**src/logic/pss_pkg.sv**
```systemverilog
/*
  Shared constants and types for the port state and standby control block.
  Assumes a 100 MHz system clock and an AHB-Lite register bus with 32-bit data.
*/
`default_nettype none

package pss_pkg;

  // ---------------------------------------------------------------
  // Processing states, one-hot
  // ---------------------------------------------------------------
  typedef enum logic [4:0] {
    ST_RESET  = 5'h01,
    ST_HWSTBY = 5'h02,
    ST_SWSTBY = 5'h04,
    ST_SLEEP  = 5'h08,
    ST_RUN    = 5'h10
  } pss_state_t;

  // ---------------------------------------------------------------
  // Operating modes on the mode pins
  // ---------------------------------------------------------------
  localparam logic [1:0] MODE_EXP1   = 2'h1;
  localparam logic [1:0] MODE_EXP2   = 2'h2;
  localparam logic [1:0] MODE_SINGLE = 2'h3;

  // ---------------------------------------------------------------
  // Pin map: general port, address port, strobes
  // ---------------------------------------------------------------
  localparam int NPIN     = 19;
  localparam int GP_LO    = 0;
  localparam int AD_LO    = 8;
  localparam int STB_LO   = 16;

  // ---------------------------------------------------------------
  // Register byte offsets
  // ---------------------------------------------------------------
  localparam logic [4:0] OFS_DATA   = 5'h00;
  localparam logic [4:0] OFS_DIR    = 5'h04;
  localparam logic [4:0] OFS_PULLUP = 5'h08;
  localparam logic [4:0] OFS_SYSCTL = 5'h0c;
  localparam logic [4:0] OFS_PWRCMD = 5'h10;
  localparam logic [4:0] OFS_STATUS = 5'h14;

  // ---------------------------------------------------------------
  // Field positions and reset values
  // ---------------------------------------------------------------
  localparam int SYS_RAM_EN_BIT = 0;
  localparam int SYS_FNEN_BIT   = 1;
  localparam int SYS_CLKDIR_BIT = 2;
  localparam int CMD_SLEEP_BIT  = 0;
  localparam int CMD_SWSTBY_BIT = 1;
  localparam logic [18:0] PORT_RST  = 19'h00000;
  localparam logic        RAM_ENABLE_RST  = 1'b1;

  // ---------------------------------------------------------------
  // Timing
  // ---------------------------------------------------------------
  localparam logic [3:0] RST_LEAD_CYC = 4'ha;

endpackage

`default_nettype wire

```
**src/logic/pss_pin_cell.sv**
```systemverilog
/*
  One port pin: decides drive, level and pull-up from the processing state.
  Assumes the caller applies any forced level for the state and mode.
*/
`timescale 1ns/100ps
`default_nettype none

module pss_pin_cell (
  // Clock and reset
  input  wire logic              hclk,
  input  wire logic              hresetn,
  // State and settings
  input  wire pss_pkg::pss_state_t state,
  input  wire logic              ddr,
  input  wire logic              out_bit,
  input  wire logic              pull_bit,
  input  wire logic              fn_en,
  input  wire logic              fn_out,
  input  wire logic              force_en,
  input  wire logic              force_val,
  // Pin
  output logic                   pin_o,
  output logic                   pin_oe_n,
  output logic                   pullup_en
);

  logic hold_val_reg;
  logic hold_drv_reg;
  logic drv;
  logic val;

  // ---------------------------------------------------------------
  // Last driven level, caught while running
  // ---------------------------------------------------------------
  always_ff @(posedge hclk or negedge hresetn) begin
    if (!hresetn) begin
      hold_val_reg <= 1'b0;
      hold_drv_reg <= 1'b0;
    end else if (state == pss_pkg::ST_RUN) begin
      hold_drv_reg <= fn_en | ddr;
      hold_val_reg <= fn_en ? fn_out : out_bit;
    end
  end

  always_comb begin
    drv = 1'b0;
    val = 1'b0;
    case (state)
      pss_pkg::ST_HWSTBY: begin
        drv = 1'b0; // RULE11
      end
      pss_pkg::ST_RESET: begin
        drv = force_en;
        val = force_val;
      end
      pss_pkg::ST_SWSTBY: begin
        // Peripherals are reinitialised, so only forced levels, direction and data count
        drv = force_en | ddr; // RULE3
        val = force_en ? force_val : out_bit;
      end
      pss_pkg::ST_SLEEP: begin
        // Address outputs keep the last address here
        drv = force_en | hold_drv_reg; // RULE1 RULE2
        val = force_en ? force_val : hold_val_reg;
      end
      pss_pkg::ST_RUN: begin
        drv = fn_en | ddr;
        val = fn_en ? fn_out : out_bit;
      end
      default: begin
        drv = 1'b0;
        val = 1'b0;
      end
    endcase
  end

  // ---------------------------------------------------------------
  // Registered pin outputs
  // ---------------------------------------------------------------
  always_ff @(posedge hclk or negedge hresetn) begin
    if (!hresetn) begin
      pin_o     <= 1'b0;
      pin_oe_n  <= 1'b1;
      pullup_en <= 1'b0;
    end else begin
      pin_o     <= val;
      pin_oe_n  <= ~drv;
      pullup_en <= pull_bit & ~ddr & ~drv & (state != pss_pkg::ST_RESET)
                   & (state != pss_pkg::ST_HWSTBY); // RULE1
    end
  end

endmodule

`default_nettype wire

```
**src/logic/pss_top.sv**
```systemverilog
/*
  Port state and standby control: processing-state sequencer, AHB-Lite
  registers, per-pin state cells, clock-output pin and RAM retention check.
  Assumes chip_rst_n, hw_standby_n, wake_evt and mode pins are synchronous
  to hclk, and that the pad ring merges hclk onto the clock pin when
  clk_pin_sel is high.
*/
// Chosen here: the AHB-Lite register port and the register addresses.
// Contract
// RULE1 - Kept state: inputs float with pull-up if enabled, outputs hold last level
// RULE2 - Kept address outputs continue driving the last accessed address
// RULE3 - Software standby reinitialises peripherals; pins follow direction and data only
// RULE4 - For RAM retention, chip reset goes low ten cycles before standby
// RULE5 - Chip reset stays low until standby goes low
// RULE6 - Without RAM retention, standby may come without a prior chip reset
// RULE7 - Chip reset goes low about 100 ns before standby is released
// RULE8 - Single-chip clock pin: direction set drives clock in sleep and run
// RULE9 - Single-chip software standby: clock pin high if direction set, else floats
// RULE10 - Expanded modes: strobes high in reset, standby, sleep; bus strobes running
// RULE11 - Hardware standby floats every pin, clock and strobe pins included
`timescale 1ns/100ps
`default_nettype none

module pss_top (
  // Clock and reset
  input  wire logic        hclk,
  input  wire logic        hresetn,
  // AHB-Lite slave
  input  wire logic        hsel,
  input  wire logic [31:0] haddr,
  input  wire logic [1:0]  htrans,
  input  wire logic        hwrite,
  input  wire logic [2:0]  hsize,
  input  wire logic [31:0] hwdata,
  input  wire logic        hready,
  output logic [31:0]      hrdata,
  output logic             hreadyout,
  output logic             hresp,
  // Chip control pins
  input  wire logic        chip_rst_n,
  input  wire logic        hw_standby_n,
  input  wire logic        wake_evt,
  input  wire logic [1:0]  mode,
  // Core side of the external bus and peripherals
  input  wire logic [7:0]  cpu_addr,
  input  wire logic        cpu_addr_stb_n,
  input  wire logic        cpu_wr_n,
  input  wire logic        cpu_rd_n,
  input  wire logic [7:0]  periph_out,
  // Port pins
  input  wire logic [18:0] pin_i,
  output logic [18:0]      pin_o,
  output logic [18:0]      pin_oe_n,
  output logic [18:0]      pullup_en,
  // Clock pin
  output logic             clk_pin_sel,
  output logic             clk_pin_o,
  output logic             clk_pin_oe_n,
  // Status
  output logic             ram_retain
);

  pss_pkg::pss_state_t state_reg;
  logic [18:0] port_data_out;
  logic [18:0] port_dir;
  logic [18:0] pullup_ctrl;
  logic        ram_enable;
  logic        fn_en_reg;
  logic        clk_dir_reg;
  logic        sleep_req;
  logic        swstby_req;
  logic        wr_pend_reg;
  logic [4:0]  wr_addr_reg;
  logic [3:0]  rst_cnt_reg;
  logic        expanded;
  logic        m1;
  logic        m2;
  logic [18:0] fn_en_v;
  logic [18:0] fn_out_v;
  logic [18:0] force_en_v;
  logic [18:0] force_val_v;
  logic        addr_ph;
  logic [31:0] rdata_next;

  assign expanded = (mode != pss_pkg::MODE_SINGLE);
  assign m1       = (mode == pss_pkg::MODE_EXP1);
  assign m2       = (mode == pss_pkg::MODE_EXP2);

  // ---------------------------------------------------------------
  // Processing-state sequencer
  // ---------------------------------------------------------------
  always_ff @(posedge hclk or negedge hresetn) begin
    if (!hresetn) begin
      state_reg <= pss_pkg::ST_RESET;
    end else if (!hw_standby_n) begin
      state_reg <= pss_pkg::ST_HWSTBY; // RULE11 RULE6
    end else begin
      case (state_reg)
        pss_pkg::ST_HWSTBY: begin
          // Leaving standby always restarts through reset
          state_reg <= pss_pkg::ST_RESET; // RULE7
        end
        pss_pkg::ST_RESET: begin
          if (chip_rst_n) begin
            state_reg <= pss_pkg::ST_RUN;
          end
        end
        pss_pkg::ST_RUN: begin
          if (!chip_rst_n) begin
            state_reg <= pss_pkg::ST_RESET;
          end else if (swstby_req) begin
            state_reg <= pss_pkg::ST_SWSTBY;
          end else if (sleep_req) begin
            state_reg <= pss_pkg::ST_SLEEP;
          end
        end
        pss_pkg::ST_SWSTBY, pss_pkg::ST_SLEEP: begin
          if (!chip_rst_n) begin
            state_reg <= pss_pkg::ST_RESET;
          end else if (wake_evt) begin
            state_reg <= pss_pkg::ST_RUN;
          end
        end
        default: begin
          state_reg <= pss_pkg::ST_RESET;
        end
      endcase
    end
  end

  // ---------------------------------------------------------------
  // RAM retention check on standby entry
  // ---------------------------------------------------------------
  always_ff @(posedge hclk or negedge hresetn) begin
    if (!hresetn) begin
      rst_cnt_reg <= 4'h0;
    end else if (chip_rst_n) begin
      rst_cnt_reg <= 4'h0;
    end else if (rst_cnt_reg != pss_pkg::RST_LEAD_CYC) begin
      rst_cnt_reg <= rst_cnt_reg + 4'h1;
    end
  end

  always_ff @(posedge hclk or negedge hresetn) begin
    if (!hresetn) begin
      ram_retain <= 1'b0;
    end else if (!hw_standby_n && state_reg != pss_pkg::ST_HWSTBY) begin
      // Reset must already be low, and long enough, as standby falls
      ram_retain <= ram_enable & ~chip_rst_n
                    & (rst_cnt_reg == pss_pkg::RST_LEAD_CYC); // RULE4 RULE5
    end else if (state_reg == pss_pkg::ST_RUN) begin
      ram_retain <= 1'b0;
    end
  end

  // ---------------------------------------------------------------
  // AHB-Lite slave: zero wait states, always OKAY
  // ---------------------------------------------------------------
  assign hreadyout = 1'b1;
  assign hresp     = 1'b0;
  assign addr_ph   = hsel & htrans[1] & hready;

  always_ff @(posedge hclk or negedge hresetn) begin
    if (!hresetn) begin
      wr_pend_reg <= 1'b0;
      wr_addr_reg <= 5'h00;
    end else begin
      wr_pend_reg <= addr_ph & hwrite;
      wr_addr_reg <= haddr[4:0];
    end
  end

  always_comb begin
    rdata_next = 32'h0000_0000;
    case (haddr[4:0])
      pss_pkg::OFS_DATA:   rdata_next = {13'h0000, port_data_out};
      pss_pkg::OFS_DIR:    rdata_next = {13'h0000, port_dir};
      pss_pkg::OFS_PULLUP: rdata_next = {13'h0000, pullup_ctrl};
      pss_pkg::OFS_SYSCTL: rdata_next = {29'h0000_0000, clk_dir_reg, fn_en_reg, ram_enable};
      pss_pkg::OFS_STATUS: rdata_next = {5'h00, pin_i, ram_retain, mode, state_reg};
      default:             rdata_next = 32'h0000_0000;
    endcase
  end

  always_ff @(posedge hclk or negedge hresetn) begin
    if (!hresetn) begin
      hrdata <= 32'h0000_0000;
    end else if (addr_ph && !hwrite) begin
      hrdata <= rdata_next;
    end
  end

  // ---------------------------------------------------------------
  // Registers; chip reset returns port settings to reset values
  // ---------------------------------------------------------------
  always_ff @(posedge hclk or negedge hresetn) begin
    if (!hresetn) begin
      port_data_out <= pss_pkg::PORT_RST;
      port_dir      <= pss_pkg::PORT_RST;
      pullup_ctrl   <= pss_pkg::PORT_RST;
      clk_dir_reg   <= 1'b0;
      ram_enable    <= pss_pkg::RAM_ENABLE_RST;
    end else if (state_reg == pss_pkg::ST_RESET || state_reg == pss_pkg::ST_HWSTBY) begin
      port_data_out <= pss_pkg::PORT_RST;
      port_dir      <= pss_pkg::PORT_RST;
      pullup_ctrl   <= pss_pkg::PORT_RST;
      clk_dir_reg   <= 1'b0;
    end else if (wr_pend_reg) begin
      case (wr_addr_reg)
        pss_pkg::OFS_DATA:   port_data_out <= hwdata[18:0];
        pss_pkg::OFS_DIR:    port_dir      <= hwdata[18:0];
        pss_pkg::OFS_PULLUP: pullup_ctrl   <= hwdata[18:0];
        pss_pkg::OFS_SYSCTL: begin
          ram_enable  <= hwdata[pss_pkg::SYS_RAM_EN_BIT];
          clk_dir_reg <= hwdata[pss_pkg::SYS_CLKDIR_BIT];
        end
        default: begin
        end
      endcase
    end
  end

  // Peripheral pin function is dropped on entry to software standby
  always_ff @(posedge hclk or negedge hresetn) begin
    if (!hresetn) begin
      fn_en_reg <= 1'b0;
    end else if (state_reg != pss_pkg::ST_RUN && state_reg != pss_pkg::ST_SLEEP) begin
      fn_en_reg <= 1'b0; // RULE3
    end else if (wr_pend_reg && wr_addr_reg == pss_pkg::OFS_SYSCTL) begin
      fn_en_reg <= hwdata[pss_pkg::SYS_FNEN_BIT];
    end
  end

  // Power commands are one-cycle pulses, no storage
  assign sleep_req  = wr_pend_reg & (wr_addr_reg == pss_pkg::OFS_PWRCMD)
                      & hwdata[pss_pkg::CMD_SLEEP_BIT];
  assign swstby_req = wr_pend_reg & (wr_addr_reg == pss_pkg::OFS_PWRCMD)
                      & hwdata[pss_pkg::CMD_SWSTBY_BIT];

  // ---------------------------------------------------------------
  // Per-pin function and forced levels
  // ---------------------------------------------------------------
  assign fn_en_v  = {{3{expanded}}, {8{expanded}}, {8{fn_en_reg}}};
  assign fn_out_v = {cpu_rd_n, cpu_wr_n, cpu_addr_stb_n, cpu_addr, periph_out};

  always_comb begin
    force_en_v  = 19'h00000;
    force_val_v = 19'h00000;
    // Address pins low in reset and standby in mode 1, or in standby if output in mode 2
    if ((state_reg == pss_pkg::ST_RESET && m1) || state_reg == pss_pkg::ST_SWSTBY) begin
      force_en_v[15:8] = m1 ? 8'hff : (m2 ? port_dir[15:8] : 8'h00);
    end
    if (expanded && (state_reg == pss_pkg::ST_RESET || state_reg == pss_pkg::ST_SWSTBY
                     || state_reg == pss_pkg::ST_SLEEP)) begin
      force_en_v[18:16]  = 3'h7; // RULE10
      force_val_v[18:16] = 3'h7;
    end
  end

  genvar gi;
  generate
    for (gi = 0; gi < pss_pkg::NPIN; gi++) begin : g_pin
      pss_pin_cell u_cell (
        .hclk      (hclk),
        .hresetn   (hresetn),
        .state     (state_reg),
        .ddr       (port_dir[gi]),
        .out_bit   (port_data_out[gi]),
        .pull_bit  (pullup_ctrl[gi]),
        .fn_en     (fn_en_v[gi]),
        .fn_out    (fn_out_v[gi]),
        .force_en  (force_en_v[gi]),
        .force_val (force_val_v[gi]),
        .pin_o     (pin_o[gi]),
        .pin_oe_n  (pin_oe_n[gi]),
        .pullup_en (pullup_en[gi])
      );
    end
  endgenerate

  // ---------------------------------------------------------------
  // Clock-output pin
  // ---------------------------------------------------------------
  always_ff @(posedge hclk or negedge hresetn) begin
    if (!hresetn) begin
      clk_pin_sel  <= 1'b0;
      clk_pin_o    <= 1'b0;
      clk_pin_oe_n <= 1'b1;
    end else begin
      case (state_reg)
        pss_pkg::ST_RESET: begin
          clk_pin_sel  <= expanded;
          clk_pin_o    <= 1'b0;
          clk_pin_oe_n <= ~expanded;
        end
        pss_pkg::ST_SWSTBY: begin
          clk_pin_sel  <= 1'b0; // RULE9
          clk_pin_o    <= 1'b1;
          clk_pin_oe_n <= ~(expanded | clk_dir_reg);
        end
        pss_pkg::ST_SLEEP, pss_pkg::ST_RUN: begin
          clk_pin_sel  <= expanded | clk_dir_reg; // RULE8
          clk_pin_o    <= 1'b0;
          clk_pin_oe_n <= ~(expanded | clk_dir_reg);
        end
        default: begin
          clk_pin_sel  <= 1'b0; // RULE11
          clk_pin_o    <= 1'b0;
          clk_pin_oe_n <= 1'b1;
        end
      endcase
    end
  end

endmodule

`default_nettype wire

```
**config.mk**
```make
export PLATFORM = sky130hd
export DESIGN_NAME = pss_top
export DESIGN_NICKNAME = d
export VERILOG_FILES = /design/src/logic/pss_pkg.sv /design/src/logic/pss_pin_cell.sv /design/src/logic/pss_top.sv
export SDC_FILE = /design/constraint.sdc
export NUM_CORES = 1
export LEC_CHECK = 0
export BUFFER_PORTS_ARGS = -buffer_cell sky130_fd_sc_hd__buf_4
export CAP_MARGIN = 20
export CORE_MARGIN = 1
export CORE_UTILIZATION = 57
export DETAILED_ROUTE_END_ITERATION = 12
export PLACE_DENSITY = 0.79
export SLEW_MARGIN = 10
export SYNTH_ARGS = -nofsm -noshare
export SYNTH_HDL_FRONTEND = slang
export SYNTH_HIERARCHICAL = 1
export SYNTH_SLANG_ARGS = --single-unit
```
**constraint.sdc**
```tcl
create_clock -name hclk -period 4.6 [get_ports hclk]
set_input_delay 0.46 -clock hclk [delete_from_list [all_inputs] [get_ports hclk]]
set_output_delay 0.46 -clock hclk [all_outputs]
set_load 0.01 [all_outputs]
```
Yosys cells after proc, flatten, opt, wreduce, memory -nomap -nowiden:

Index checks and enable logic that the tools add are counted.

* register bits after elaboration: 206
* input port bits: 117
* output and inout bits: 95
* word-level logic and storage cells: 448

* add/subtract/negate cells: 1
* equal/unequal tests: 25
* mux-type cells: 113
* bitwise operators: 168
* reductions and logical operators: 31

Operators by type and width (number)
* $mux 19: 9
* $pmux 27 s5: 1
* $and 1x1->1: 84
* $pmux 1 s3: 24
* $pmux 1 s4: 14
* $mux 1: 49
* $not 1->1: 42
* $or 1x1->1: 42
* $mux 5: 7
* $eq 5x4->1 const B: 5
* $mux 8: 3
* $reduce_bool 2->1: 8
* $eq 5x3->1 const B: 3
* $eq 5x5->1 const B: 3
* $pmux 5 s3: 1
* $logic_not 5->1: 2
* $ne 5x5->1 const B: 2
* $mux 4: 2
* $ne 4x4->1 const B: 2
* $reduce_and 2->1: 4
* $logic_and 1x1->1: 6
* $reduce_and 3->1: 2
* $eq 5x1->1 const B: 1
* $eq 5x2->1 const B: 1
* other kinds (15): 21

Longest topological paths before layout:

* depth after elaboration: 11
* gate-level depth with buffers: 9

Cells and area by module:

The synthesis kept the hierarchy.

By module, submodules not included
* pss_pin_cell: times used 19, cells an instance 38, area each 369.1 um^2
* pss_top: times used 1, cells an instance 490, area each 5064.9 um^2

Least setup slack after synthesis:

No wires, ideal clock.

* kind: register -> register
* start: reg state_reg[1]
* end: reg port_dir[10]
* library setup time: 0.119 ns
* arrival time: 3.568 ns
* required time: 4.481 ns
* path slack: 0.913 ns
* stages on the path, launching flop included: 7
* cells stage by stage: dfrtp_1 -> clkbuf_2 -> or4b_4 -> o22ai_2 -> buf_4 -> buf_4 -> nor2_1

* longest elaborated chain between the ends: 4
* elaborated cells between the ends (all ways): 7

RTL lines
* start: declaration: RTL line pss_top.sv:63 `pss_pkg::pss_state_t state_reg;`
* start signal: assignment: RTL line pss_top.sv:94 `state_reg <= pss_pkg::ST_RESET;`
* start signal: assignment: RTL line pss_top.sv:96 `state_reg <= pss_pkg::ST_HWSTBY;`
* start signal: assignment: RTL line pss_top.sv:101 `state_reg <= pss_pkg::ST_RESET;`
* $eq 5x1->1 or $eq 5x2->1 (tied branches): RTL line pss_top.sv:203 `end else if (state_reg == pss_pkg::ST_RESET || state_reg == pss_pkg::ST_HWSTBY) begin`
* $logic_or 1x1->1 *: RTL line pss_top.sv:203
* $reduce_bool 2->1 (no source line)
* $reduce_and 2->1 (no source line)
* end signal: assignment: RTL line pss_top.sv:199 `port_dir <= pss_pkg::PORT_RST;`
* end signal: assignment: RTL line pss_top.sv:205 `port_dir <= pss_pkg::PORT_RST;`
* end signal: assignment: RTL line pss_top.sv:211 `pss_pkg::OFS_DIR: port_dir <= hwdata[18:0];`
* end: declaration: RTL line pss_top.sv:65 `logic [18:0] port_dir;`

Mark *: on every way between the ends. The rest lies on a longest branch, timed or not.
A chain may end at the register's enable or synchronous reset.

Worst setup path after layout:

* start: reg state_reg[0]
* end: reg g_pin[14].u_cell.pullup_en

* longest elaborated chain between the ends: 10
* elaborated cells between the ends (all ways): 16

RTL lines
* $eq 5x1->1: RTL line pss_top.sv:250 `if ((state_reg == pss_pkg::ST_RESET && m1) || state_reg == pss_pkg::ST_SWSTBY) begin`
* $logic_and 1x1->1: RTL line pss_top.sv:250
* $logic_or 1x1->1 *: RTL line pss_top.sv:250
* $mux 8 *: RTL line pss_top.sv:250
* named net force_en_v[14]: RTL line pss_top.sv:80 `logic [18:0] force_en_v;`
* $or 1x1->1 (on tied branches): RTL line pss_pin_cell.sv:63, pss_pin_cell.sv:58
* $pmux 1 s4 *: RTL line pss_pin_cell.sv:48 `case (state)`
* $not 1->1 *: RTL line pss_pin_cell.sv:88 `pullup_en <= pull_bit & ~ddr & ~drv & (state != pss_pkg::ST_RESET)`
* $and 1x1->1 * (2 in a row): RTL line pss_pin_cell.sv:88
* $and 1x1->1 *: RTL line pss_pin_cell.sv:89 `& (state != pss_pkg::ST_HWSTBY);`
* end signal: assignment: RTL line pss_pin_cell.sv:88
* end: declaration: RTL line pss_pin_cell.sv:24 `output logic pullup_en`

Mark *: on every way through the listed nets, which the timed path passes. The rest lies on a longest branch.

==> impl_results.md <==
- Status: complete, no violations
- Row Count: 52
- Crit share post-route: ~69%
- Detailed-route DRC error count: 0
- DP Worst Slack: ~1500 ps
- Internal Pwr Total: 3.323 mW
- P_sw: between 1 and 1.5 mW
- R2R Setup Slk: about 1400 ps
- Initial antenna violation count: 0
- Core Area: approximately 20000 sq um
- Drt wl/cell: just under 20 microns
- Clock buffer depth: 3
- Layout Nets: ~1500
- CTS buffer count: 22
- First-pass GRT wire length: between 50 and 60 mm
- Sw frac: between 20% and 30%
- Worst-path fanout max: 94
- Final setup margin: 1438 ps
- Kind of critical path: flip-flop to flip-flop
- Leak: between 6 and 7 nW
- Yosys top cell area share: a little under two fifths
- Routed via count: roughly 10000
- Share of total power in the clock network: between 40 and 50%
- Top post-synthesis cells by area: dfrtp_1 37%, mux2i_1 5.1%, nand3b_1 5.0%, dfstp_2 4.8%, and4bb_2 3.9%
- Die Area: around 22000 sq um
- CTS H-Tree Depth: 1
- Hold/Removal Path Class: input port to async pin
- Post-synthesis cell type count: 60
- CTS tree: done
- Worst Path Buf+Inv: 0
- Worst VDD drop: 0.0002455 V
- Clock sink total: between 200 and 250
- Post-synth EDFFs: 0
- Setup violation total in the final timing report: 0
- Reg-to-Reg End: g_pin[14].u_cell/pullup_en
- Yosys warnings: 6
- Initial DRC Count: approximately 970
- Slew HR: between 20% and 30%
- Register area share after synthesis: between 40% and 50%
- Die X-Extent: 147.6 microns
- Comb pwr share: approximately a tenth
- Critical Path, Cell by Cell: or3b_1, or2_1, o21ba_2, a21oi_1, o2111a_1, nor4_1
- Crit path depth: 6
- Req. time, crit path: roughly 5000 ps
- RD Place Congestion: 0.8314
- Largest register FFs: 27
- CP arrival: about 3600 ps
- Initial Utilization: 58.93%
- Post-DP Area: 13380 sq um
- Top-count cell post-synth: dfrtp_1
- FF-to-FF path depth: 6
- Layout cell share with drive strength beyond 1: about a quarter
- P&R area growth vs syn: 17.62%
- Crit end category: flip-flop
- Die Ht: roughly 150 microns
- Worst R2R Start: state_reg[0]
- Largest register by flop count: hrdata
- Final Routed Wirelength: 32.30 mm
- Final instance area: around 14000 sq um
- Commonest cells in the netlist: 179 x dfrtp_1, 96 x nor2_1, 80 x nand3b_1, 70 x nand2_1, 61 x mux2i_1
- I/O Pins: between 200 and 250
- GR Util All Layers: between 20% and 30%
- Mapped cell area: 12080 sq um
- Final setup TNS: 0 ps
- Crit-path slowest cell: dfstp_4
- Slowest cell delay on critical path: between 1000 and 1500 ps
- DRT antenna net count: 0
- RSZ-0062 raised after global routing: no
- Peak Freq: 316.2 MHz
- Post-CTS Hold Buffers: 0
- Period minus WS final: between 3000 and 4000 ps
- Vias in the first global route: about 10000
- Pin count of the biggest net entering global routing: 183
- Async set-reset flop share out of synthesis: 100.0%
- Seq pwr share: ~45%
- Clk slew on worst S/H paths: ~60 ps
- Yosys reg bits: 201
- CTS Root Buffer Type: clkbuf_16
- IO buf count: 160
- CP delay by family, top: flip-flops
- DP Wirelength: between 20 and 25 mm
- DR vias/cell: 6.330
- Max-cap violations: 0
- Worst slew pin tran: approximately 1100 ps
- Hold Vio Cnt, Final: 0
- Biggest area consumer among synthesized cells: dfrtp_1
- Post-CTS setup buffer count: 0
- Post-synthesis instance total: between 1000 and 1500
- Worst skew pair latency: 520 ps
- Total gr overflow: 0
- DR pass1 iterations: 5
- Average footprint of a synthesized cell: between 9 and 10 sq um
- ANT cells: 0
- Post-CTS sizing: 0
- Synth Flop Type: dfrtp_1
- Power Density: 309.5 nW/um^2
- Final Slew Violations: 0
- Clock skew: around 20 ps
- Crit start category: flip-flop
## worst max-delay path by stage
| stage | to | from | slack (ps) |
|---|---|---|---|
| floorplan | port_dir[10] | state_reg[1] | 910 |
| global placement | g_pin[15].u_cell/pullup_en | state_reg[0] | 1580 |
| detailed placement | g_pin[14].u_cell/pullup_en | state_reg[0] | 1530 |
| CTS | g_pin[14].u_cell/pullup_en | state_reg[0] | 1490 |
| global route | g_pin[14].u_cell/pullup_en | state_reg[0] | 1310 |
| finish | g_pin[14].u_cell/pullup_en | state_reg[0] | 1440 |
## kinds of logic after synthesis
logic type	Yosys count	synth area share, %
buf+inv	114	5.366
fa+ha+maj	2	0.2072
mux	64	5.522
simple gates	491	26.50
flops	201	41.87
compound gates	295	17.35
other cells	2	0.06218
xor+xnor	43	3.118
## layout make-up
class | instances | area, sq um
Inverter | 11 | 41.29
Sequential cell | 201 | 5074
Clock inverter | 8 | 142.6
Fill cell | 1635 | 6289
Tap cell | 270 | 337.8
Clock buffer | 32 | 679.4
Timing Repair Buffer | 176 | 1353
Multi-Input combinational cell | 950 | 6579
## per-stage QoR
stage	std cells	total power, mW	hold slack (ps)	util [%]
floorplan	1265	2.258	164.4	-
global route	1648	4.556	106.1	69.32
CTS	1648	4.417	95.23	69.32
detailed placement	1608	2.444	465.9	65.31
global placement	1608	2.424	459.9	65.31
finish	1648	4.397	106.8	69.32
## routing by layer
layer / GRT usage (%) / part of all wire (%) / vias to the layer above
li1: - / - / 4795
met4: 11.44 / 3.3 / 0
met2: 47.24 / 46 / 475
met3: 5.401 / 8.3 / 85
met1: 41.11 / 42 / 5077
met5: 0 / 0 / -
## cells in the final DEF, fill, tap and decap left out, drive strengths merged, types with 20 or more instances in the layout
master and count:
xnor2 22, nor3b 20, nor4 23, or3 22, clkbuf 33, mux2i 61, o21ai 61, conb 55
and4bb 38, nand3b 80, dfstp 22, nor2b 22, or2 21, xor2 21, a21oi 53, nor3 61
or4b 20, a21o 20, buf 175, nor2 96, nand2 70, a22o 24, a22oi 34, dfrtp 179
## worst register-to-register path: cells and delay by family (launching register included)
kind | cells | cell delay, ps
and+or+nand+nor | 3 | 860
DFF | 1 | 1190
AOI/OAI and AO/OA | 3 | 970
## power by group through the flow
stage               logic, mW  registers (mW)  clock network (mW)
detailed placement      0.452            1.99                   0
finish                  0.457            1.96                1.98
CTS                     0.454            1.96                2.00
floorplan               0.281            1.98                   0
global placement        0.439            1.99                   0
global route            0.505            1.98                2.08
Note: power is estimated with default switching activity, not from simulation.
